File: config.mk
export PLATFORM = sky130hd
export DESIGN_NAME = mssr_readout
export DESIGN_NICKNAME = d
export VERILOG_FILES = /design/src/core/mssr_pkg.sv /design/src/core/mssr_crc7.sv /design/src/core/mssr_readout.sv
export SDC_FILE = /design/constraint.sdc
export NUM_CORES = 1
export LEC_CHECK = 0
export BUFFER_PORTS_ARGS = -buffer_cell sky130_fd_sc_hd__buf_4
export CORE_MARGIN = 5
export CORE_UTILIZATION = 45
export CTS_CLUSTER_DIAMETER = 60
export DETAILED_ROUTE_END_ITERATION = 16
export HOLD_SLACK_MARGIN = 0.15
export PLACE_DENSITY = 0.68
export SKIP_LAST_GASP = 1
export SLEW_MARGIN = 20
export SYNTH_ARGS = -nofsm -noshare
export SYNTH_HDL_FRONTEND = slang
export SYNTH_HIERARCHICAL = 1
export SYNTH_SLANG_ARGS = --single-unit
File: constraint.sdc
create_clock -name clk -period 7.8 [get_ports clk]
set_clock_uncertainty 0.1 [all_clocks]
set_input_delay 0.78 -clock clk [delete_from_list [all_inputs] [get_ports clk]]
set_output_delay 0.78 -clock clk [all_outputs]
set_load 0.02 [all_outputs]
File: src/core/mssr_pkg.sv
package mssr_pkg;
    // Register map, byte offsets on the serial link
    localparam logic [7:0] MSSR_ADDR_RUN = 8'h21;
    localparam logic [7:0] MSSR_ADDR_TRIGGER = 8'h22;
    localparam logic [7:0] MSSR_ADDR_STOP = 8'h23;
    localparam logic [7:0] MSSR_ADDR_STATUS = 8'h24;
    localparam logic [7:0] MSSR_ADDR_TEMP = 8'h30;
    localparam logic [7:0] MSSR_ADDR_HUM = 8'h33;

    // Per-sensor bit positions in run, trigger, stop and status
    localparam int MSSR_BIT_TEMP = 0;
    localparam int MSSR_BIT_HUM = 1;

    // Result word field layout
    localparam int MSSR_VALUE_MSB = 15;
    localparam int MSSR_VALID_BIT = 16;
    localparam int MSSR_CRC_LSB = 17;
    localparam int MSSR_CRC_MSB = 23;

    // Reset values
    localparam logic [1:0] MSSR_RUN_RST = 2'h0;
    localparam logic [23:0] MSSR_RESULT_RST = 24'h00_0000;

    // Check code generator
    localparam logic [6:0] MSSR_CRC_POLY = 7'h09;
    localparam logic [6:0] MSSR_CRC_INIT = 7'h7f;

    // Defaults: serial slave address (arbitrary) and measurement length in clk cycles
    localparam logic [6:0] MSSR_DEV_ADDR_DEF = 7'h40;
    localparam int MSSR_MEAS_CYCLES_DEF = 1000;

    // Serial slave states, one-hot
    typedef enum logic [4:0] {
        ST_IDLE = 5'b0_0001,
        ST_RX = 5'b0_0010,
        ST_ACK = 5'b0_0100,
        ST_TX = 5'b0_1000,
        ST_RACK = 5'b1_0000
    } mssr_link_st_t;

    // What the next received byte means
    typedef enum logic [1:0] {
        K_ADDR = 2'h0,
        K_PTR = 2'h1,
        K_DATA = 2'h2
    } mssr_byte_kind_t;
endpackage : mssr_pkg

File: src/core/mssr_crc7.sv
module mssr_crc7 (
    input wire logic [16:0] data,
    output logic [6:0] crc
);
    import mssr_pkg::*;

    // Serial divider unrolled over the 17 bits, most significant first
    always_comb begin
        logic fb;
        fb = 1'b0;
        crc = MSSR_CRC_INIT;
        for (int k = 16; k >= 0; k--) begin
            fb = crc[6] ^ data[k];
            crc = {crc[5:0], 1'b0} ^ (fb ? MSSR_CRC_POLY : 7'h00);
        end
    end
endmodule : mssr_crc7

File: src/core/mssr_readout.sv
module mssr_readout #(
    parameter int MEAS_CYCLES = mssr_pkg::MSSR_MEAS_CYCLES_DEF,
    parameter logic [6:0] DEV_ADDR = mssr_pkg::MSSR_DEV_ADDR_DEF
) (
    input wire logic clk,
    input wire logic rst,
    input wire logic scl_in,
    input wire logic sda_in,
    output logic sda_out,
    output logic sda_oe,
    input wire logic [15:0] temp_sample,
    input wire logic [15:0] hum_sample
);
    import mssr_pkg::*;

    localparam int CW = $clog2(MEAS_CYCLES + 1);
    localparam logic [CW-1:0] MEAS_LOAD = CW'(MEAS_CYCLES);

    generate
        if (MEAS_CYCLES < 2) begin : g_bad_meas
            $error("MEAS_CYCLES must be at least 2");
        end
    endgenerate

    logic scl_s1, scl_s2, scl_d;
    logic sda_s1, sda_s2, sda_d;
    logic scl_rise, scl_fall, start_cond, stop_cond;
    mssr_link_st_t state_r;
    mssr_byte_kind_t kind_r;
    logic [3:0] bit_cnt_r;
    logic [7:0] shift_r;
    logic [7:0] tx_r;
    logic [7:0] ptr_r;
    logic rw_r;
    logic sda_oe_r;
    logic wr_en, ld_tx;
    logic [7:0] rd_byte;
    logic [1:0] run_r;
    logic [1:0] trig_p_r;
    logic [1:0] stop_p_r;
    logic [1:0] busy_r;
    logic [15:0] samp [2];
    logic [23:0] res [2];
    logic [23:0] shadow_r [2];

    // Two-stage synchronisers; edges are found only past the second stage
    always_ff @(posedge clk or posedge rst) begin
        if (rst) begin
            scl_s1 <= 1'b1;
            scl_s2 <= 1'b1;
            scl_d <= 1'b1;
            sda_s1 <= 1'b1;
            sda_s2 <= 1'b1;
            sda_d <= 1'b1;
        end else begin
            scl_s1 <= scl_in;
            scl_s2 <= scl_s1;
            scl_d <= scl_s2;
            sda_s1 <= sda_in;
            sda_s2 <= sda_s1;
            sda_d <= sda_s2;
        end
    end

    // Bus events; data only changes while clock low, so these are unambiguous
    assign scl_rise = scl_s2 & ~scl_d;
    assign scl_fall = ~scl_s2 & scl_d;
    assign start_cond = scl_s2 & scl_d & sda_d & ~sda_s2;
    assign stop_cond = scl_s2 & scl_d & ~sda_d & sda_s2;

    // Byte write completes on the falling edge after the eighth data bit
    assign wr_en = (state_r == ST_RX) && (kind_r == K_DATA) && scl_fall && (bit_cnt_r == 4'h8);
    // Next read byte is fetched when the ack slot ends
    assign ld_tx = scl_fall && (((state_r == ST_ACK) && rw_r) || (state_r == ST_RACK));

    // Serial slave: address, register pointer, auto-incrementing data bytes
    always_ff @(posedge clk or posedge rst) begin
        if (rst) begin
            state_r <= ST_IDLE;
            kind_r <= K_ADDR;
            bit_cnt_r <= 4'h0;
            shift_r <= 8'h00;
            tx_r <= 8'h00;
            ptr_r <= 8'h00;
            rw_r <= 1'b0;
            sda_oe_r <= 1'b0;
        end else if (start_cond) begin
            state_r <= ST_RX;
            kind_r <= K_ADDR;
            bit_cnt_r <= 4'h0;
            sda_oe_r <= 1'b0;
        end else if (stop_cond) begin
            state_r <= ST_IDLE;
            sda_oe_r <= 1'b0;
        end else begin
            case (state_r)
                ST_IDLE: begin
                    sda_oe_r <= 1'b0;
                end
                ST_RX: begin
                    if (scl_rise) begin
                        shift_r <= {shift_r[6:0], sda_s2};
                        bit_cnt_r <= bit_cnt_r + 4'h1;
                    end else if (scl_fall && bit_cnt_r == 4'h8) begin
                        bit_cnt_r <= 4'h0;
                        case (kind_r)
                            K_ADDR: begin
                                if (shift_r[7:1] == DEV_ADDR) begin
                                    rw_r <= shift_r[0];
                                    sda_oe_r <= 1'b1;
                                    state_r <= ST_ACK;
                                end else begin
                                    state_r <= ST_IDLE;
                                end
                            end
                            K_PTR: begin
                                ptr_r <= shift_r;
                                sda_oe_r <= 1'b1;
                                state_r <= ST_ACK;
                            end
                            default: begin
                                ptr_r <= ptr_r + 8'h01;
                                sda_oe_r <= 1'b1;
                                state_r <= ST_ACK;
                            end
                        endcase
                    end
                end
                ST_ACK: begin
                    if (scl_fall) begin
                        if (rw_r) begin
                            sda_oe_r <= ~rd_byte[7];
                            tx_r <= {rd_byte[6:0], 1'b0};
                            bit_cnt_r <= 4'h1;
                            ptr_r <= ptr_r + 8'h01;
                            state_r <= ST_TX;
                        end else begin
                            sda_oe_r <= 1'b0;
                            kind_r <= (kind_r == K_ADDR) ? K_PTR : K_DATA;
                            state_r <= ST_RX;
                        end
                    end
                end
                ST_TX: begin
                    if (scl_fall) begin
                        if (bit_cnt_r == 4'h8) begin
                            sda_oe_r <= 1'b0;
                            state_r <= ST_RACK;
                        end else begin
                            sda_oe_r <= ~tx_r[7];
                            tx_r <= {tx_r[6:0], 1'b0};
                            bit_cnt_r <= bit_cnt_r + 4'h1;
                        end
                    end
                end
                ST_RACK: begin
                    // Master nack ends the read; ack fetches the next byte
                    if (scl_rise && sda_s2) begin
                        state_r <= ST_IDLE;
                    end else if (scl_fall) begin
                        sda_oe_r <= ~rd_byte[7];
                        tx_r <= {rd_byte[6:0], 1'b0};
                        bit_cnt_r <= 4'h1;
                        ptr_r <= ptr_r + 8'h01;
                        state_r <= ST_TX;
                    end
                end
                default: begin
                    state_r <= ST_IDLE;
                    sda_oe_r <= 1'b0;
                end
            endcase
        end
    end

    // Open-drain: only ever pull low
    assign sda_out = 1'b0;
    assign sda_oe = sda_oe_r;

    // Run mode register
    always_ff @(posedge clk or posedge rst) begin
        if (rst) begin
            run_r <= MSSR_RUN_RST;
        end else if (wr_en && ptr_r == MSSR_ADDR_RUN) begin
            run_r <= shift_r[1:0];
        end
    end

    // Trigger and stop are write-only one-cycle pulses; zeros do nothing
    always_ff @(posedge clk or posedge rst) begin
        if (rst) begin
            trig_p_r <= 2'h0;
            stop_p_r <= 2'h0;
        end else begin
            trig_p_r <= (wr_en && ptr_r == MSSR_ADDR_TRIGGER) ? shift_r[1:0] : 2'h0;
            stop_p_r <= (wr_en && ptr_r == MSSR_ADDR_STOP) ? shift_r[1:0] : 2'h0;
        end
    end

    assign samp[MSSR_BIT_TEMP] = temp_sample;
    assign samp[MSSR_BIT_HUM] = hum_sample;

    // One measurement engine per sensor, index 0 temperature, 1 humidity
    for (genvar i = 0; i < 2; i++) begin : g_sens
        logic [CW-1:0] cnt_r;
        logic [15:0] val_r;
        logic vld_r;
        logic [6:0] crc_r;
        logic [6:0] crc_new;
        logic [7:0] base;

        assign base = (i == MSSR_BIT_TEMP) ? MSSR_ADDR_TEMP : MSSR_ADDR_HUM;

        // Check code over valid flag and value as they will be stored
        mssr_crc7 u_crc (
            .data({1'b1, samp[i]}),
            .crc(crc_new)
        );

        // Stop only aborts continuous runs, so a single shot still completes
        always_ff @(posedge clk or posedge rst) begin
            if (rst) begin
                busy_r[i] <= 1'b0;
                cnt_r <= '0;
                val_r <= 16'h0000;
                vld_r <= 1'b0;
                crc_r <= 7'h00;
            end else if (stop_p_r[i] && run_r[i]) begin
                busy_r[i] <= 1'b0;
            end else if (busy_r[i] && cnt_r == 1) begin
                val_r <= samp[i];
                vld_r <= 1'b1;
                crc_r <= crc_new;
                if (run_r[i]) begin
                    cnt_r <= MEAS_LOAD;
                end else begin
                    busy_r[i] <= 1'b0;
                end
            end else if (busy_r[i]) begin
                cnt_r <= cnt_r - 1'b1;
            end else if (trig_p_r[i]) begin
                busy_r[i] <= 1'b1;
                cnt_r <= MEAS_LOAD;
            end
        end

        assign res[i] = {crc_r, vld_r, val_r};

        // Snapshot taken as the first byte leaves, so later bytes match it
        always_ff @(posedge clk or posedge rst) begin
            if (rst) begin
                shadow_r[i] <= MSSR_RESULT_RST;
            end else if (ld_tx && ptr_r == base) begin
                shadow_r[i] <= res[i];
            end
        end
    end

    // Read data; first result byte is live, the others from the snapshot
    always_comb begin
        case (ptr_r)
            MSSR_ADDR_RUN: rd_byte = {6'h00, run_r};
            MSSR_ADDR_STATUS: rd_byte = {6'h00, busy_r};
            MSSR_ADDR_TEMP: rd_byte = res[MSSR_BIT_TEMP][7:0];
            MSSR_ADDR_TEMP + 8'h01: rd_byte = shadow_r[MSSR_BIT_TEMP][15:8];
            MSSR_ADDR_TEMP + 8'h02: rd_byte = shadow_r[MSSR_BIT_TEMP][23:16];
            MSSR_ADDR_HUM: rd_byte = res[MSSR_BIT_HUM][7:0];
            MSSR_ADDR_HUM + 8'h01: rd_byte = shadow_r[MSSR_BIT_HUM][15:8];
            MSSR_ADDR_HUM + 8'h02: rd_byte = shadow_r[MSSR_BIT_HUM][23:16];
            default: rd_byte = 8'h00;
        endcase
    end
endmodule : mssr_readout

==> impl_results.md <==
* Inserted Clock Buffers at 17
* Fin. Hold Viols at 0
* Final GP Congestion at 0.9230
* Initial core utilization at 45.38%
* Hpwl dp at roughly 12 mm
* Fillers at 1508
* Leading area contributor after synthesis: dfrtp_1
* F_max at 319.8 MHz
* Post-synth EDFFs at 0
* Most used cell, CP: nand4_2
* Slew @ Worst Pin at 1.029 ns
* Netlist cell types at 74
* Area contributors post-synth: dfrtp_1 (46%), mux2_2 (13%), xnor2_1 (3.3%), a21oi_1 (2.7%), dfstp_2 (2.4%)
* Synth Area in Compound Gates at 13.47%
* Setup TNS at 0 ns
* Layout cells sized above 1 at 25.27%
* Reg clk slew, reported paths at 0.06 ns
* Leak at 4.107 nW
* Post-Synth Adder-Cell Area at 1.617%
* GRT Total Usage at 17.81%
* Crit Path Class: register to register
* First-pass GRT wire length at 28.74 mm
* RSZ-0062 raised after global routing: no
* Most used flip-flop cell after synthesis: dfrtp_1
* H-tree depth at 4
* Detail Route Antenna Nets at 0
* Final min period at 3.127 ns
* Vias at 5567
* Post-DR wirelength/cell at approximately 17 um
* Pwr/cell area at just over 200 nW/um^2
* Rel. slew slack at 30.50%
* Synth-to-layout area growth at 13.76%
* Ys async rst share at 100.0%
* I/O Pins at 38
* Initial antenna violation count at 0
* Critical Path AT at between 3 and 4 ns
* Drt drc at 0
* Ant diodes at 0
* Total power at 1.814 mW
* Port Buffers at 36
* DIE HEIGHT at ~140 um
* Initial drt markers at 392
* Seq cells post-synth at 150
* Via density at 5.793
* Num rows at 48
* Crit. End Element: register
* WP data required at 8.00 ns
* Peak supply drop at roughly 0.16 mV
* Mapped Area at 7740 sq um
* Most frequent cell after synthesis: dfrtp_1
* Maximum fanout along the worst path at 16
* First-pass DRT Iterations at 7
* Simple-gate share of the synthesized area at 11.96%
* Yosys top cell area share at 46.23%
* Largest family of logic cells by synthesized area: multiplexers
* DRT Wirelength at 16.82 mm
* Gate Count Post-Synth at about 690
* Worst setup SP type: register
* # hold bufs at CTS at 0
* Most frequent cells after synthesis: dfrtp_1 (143), mux2_2 (89), nor2_1 (45)
* Die X at 141.2 um
* DIE AREA at 19920 sq um
* Clock Sinks at 150
* Max stage delay on crit path at 0.60 ns
* Core ar. at 17060 sq um
* Congestion Overflow GR at 0
* Clk_lat worst skew at between 0.4 and 0.5 ns
* Setup Buffers After CTS at 0
* Multiplexer area fraction after synthesis at 14.11%
* CTS root buf: clkbuf_16
* Crit-path cells: nor2b_1 -> nand4_2 -> o21ai_1 -> a31oi_1 -> nand4_2 -> mux2_2
* TritonCTS clock tree: yes
* Syn Area/Cell at between 10 and 15 sq um
* Max-cap viol count at 0
* Final setup fails at 0
* Slew Limit Fails at 0
* Max Buffers Root-to-Sink at 2
* Status: complete, no violations
* XOR/XNOR Fraction of Synth Area at under 10%
* Slowest CP cell: dfstp_2
* Fin crit share at between 40% and 50%
* Yosys warning count at 6
* Largest net degree at the start of global routing at 84
* Vias in the first global route at 5601
* Hold Crit Class: register to register
* Quantity of gates resized following cts at 0
* Fin nets at 769
* Register area share after synthesis at 48.61%
path summary, 6_finish.rpt:
| kind | depth (start not counted) | slack [ns] | startpoint | to |
|---|---|---|---|---|
| worst max-delay path | 6 | 4.67 | scl_s2$_DFF_PP1_ | shadow_r[36]$_DFFE_PP0P_ |
| worst min-delay path | 0 | 0.26 | sda_s1$_DFF_PP1_ | sda_s2$_DFF_PP1_ |
| worst max register to register | 6 | 4.67 | scl_s2$_DFF_PP1_ | shadow_r[36]$_DFFE_PP0P_ |
| worst min register to register | 0 | 0.26 | sda_s1$_DFF_PP1_ | sda_s2$_DFF_PP1_ |
| max in group asynchronous | 3 | 6.11 | rst | state_r[2]$_DFFE_PP0P_ |
| min in group asynchronous | 2 | 0.33 | rst | g_sens[1].cnt_r[3]$_DFFE_PP0P_ |
power breakdown:
group | total (mW) | internal [mW] | leakage [nW] | switching (mW)
clock network | 0.838 | 0.515 | 0.290 | 0.322
registers | 0.807 | 0.791 | 2.07 | 0.0154
logic | 0.170 | 0.0817 | 1.75 | 0.0883
critical path: cells and delay by family, from the launching register on:
kind             cells  cell delay (ns)
AND/OR/NAND/NOR      3             1.49
AO/OA/AOI/OAI        2             0.41
multiplexers         1             0.40
flip-flops           1             0.60
routing by layer:
metal | track usage [%] | wire (um) | vias to the layer above
met5 | 0 | 0 | -
met4 | 6.017 | 294 | 0
met3 | 3.256 | 684 | 31
met2 | 30.15 | 8608 | 163
met1 | 23.09 | 7228 | 2776
li1 | - | - | 2597
cell families after synthesis:
| logic type | after synthesis |
|---|---|
| compound gates | 159 |
| mux | 98 |
| other cells | 2 |
| buf+inv | 55 |
| simple gates | 172 |
| xor+xnor | 47 |
| fa+ha+maj | 10 |
| flops | 150 |
flip-flops by register name (all words and copies together), names as in the netlist, 4 cells and up:
signal and flops:
g_sens.val_r 32, shadow_r 32, g_sens.cnt_r 20, g_sens.crc_r 14
ptr_r 8, shift_r 8, tx_r 7, state_r 5
bit_cnt_r 4
cell type report:
type	instances	area [sq um]	share of cell area (%)
clock buffers	22	454.2	5.158
clock inverters	10	146.4	1.663
inverters	25	98.84	1.123
multi-input cells	491	3772	42.85
flip-flops and latches	150	3762	42.73
well taps	225	281.5	3.197
repair buffers	38	289.0	3.283
through the flow:
stage	instances	hold WS [ns]	cell area, sq um	setup slack (ns)	util, %
2_1_floorplan	696	0.2452	7751	2.895	-
3_3_place_gp	929	0.2469	8190	4.661	48.02
3_5_place_dp	929	0.2475	8190	4.539	48.02
4_1_cts	961	0.2629	8791	4.451	51.54
5_1_grt	961	0.2744	8805	4.499	51.62
6_report	961	0.2608	8805	4.673	51.62
cell usage in the layout (no fill, tap or decap), types with 17 or more instances in the layout:
cell	Yosys	final
a21oi_1	41	40
a22oi_1	17	17
buf_4	1	37
clkbuf_16	0	17
dfrtp_1	143	143
inv_1	24	23
mux2_2	89	89
nand2_1	32	32
nand3_1	17	17
nor2_1	45	45
o21ai_0	26	26
xnor2_1	29	29
No activity file was read; power rests on OpenSTA's default activity.
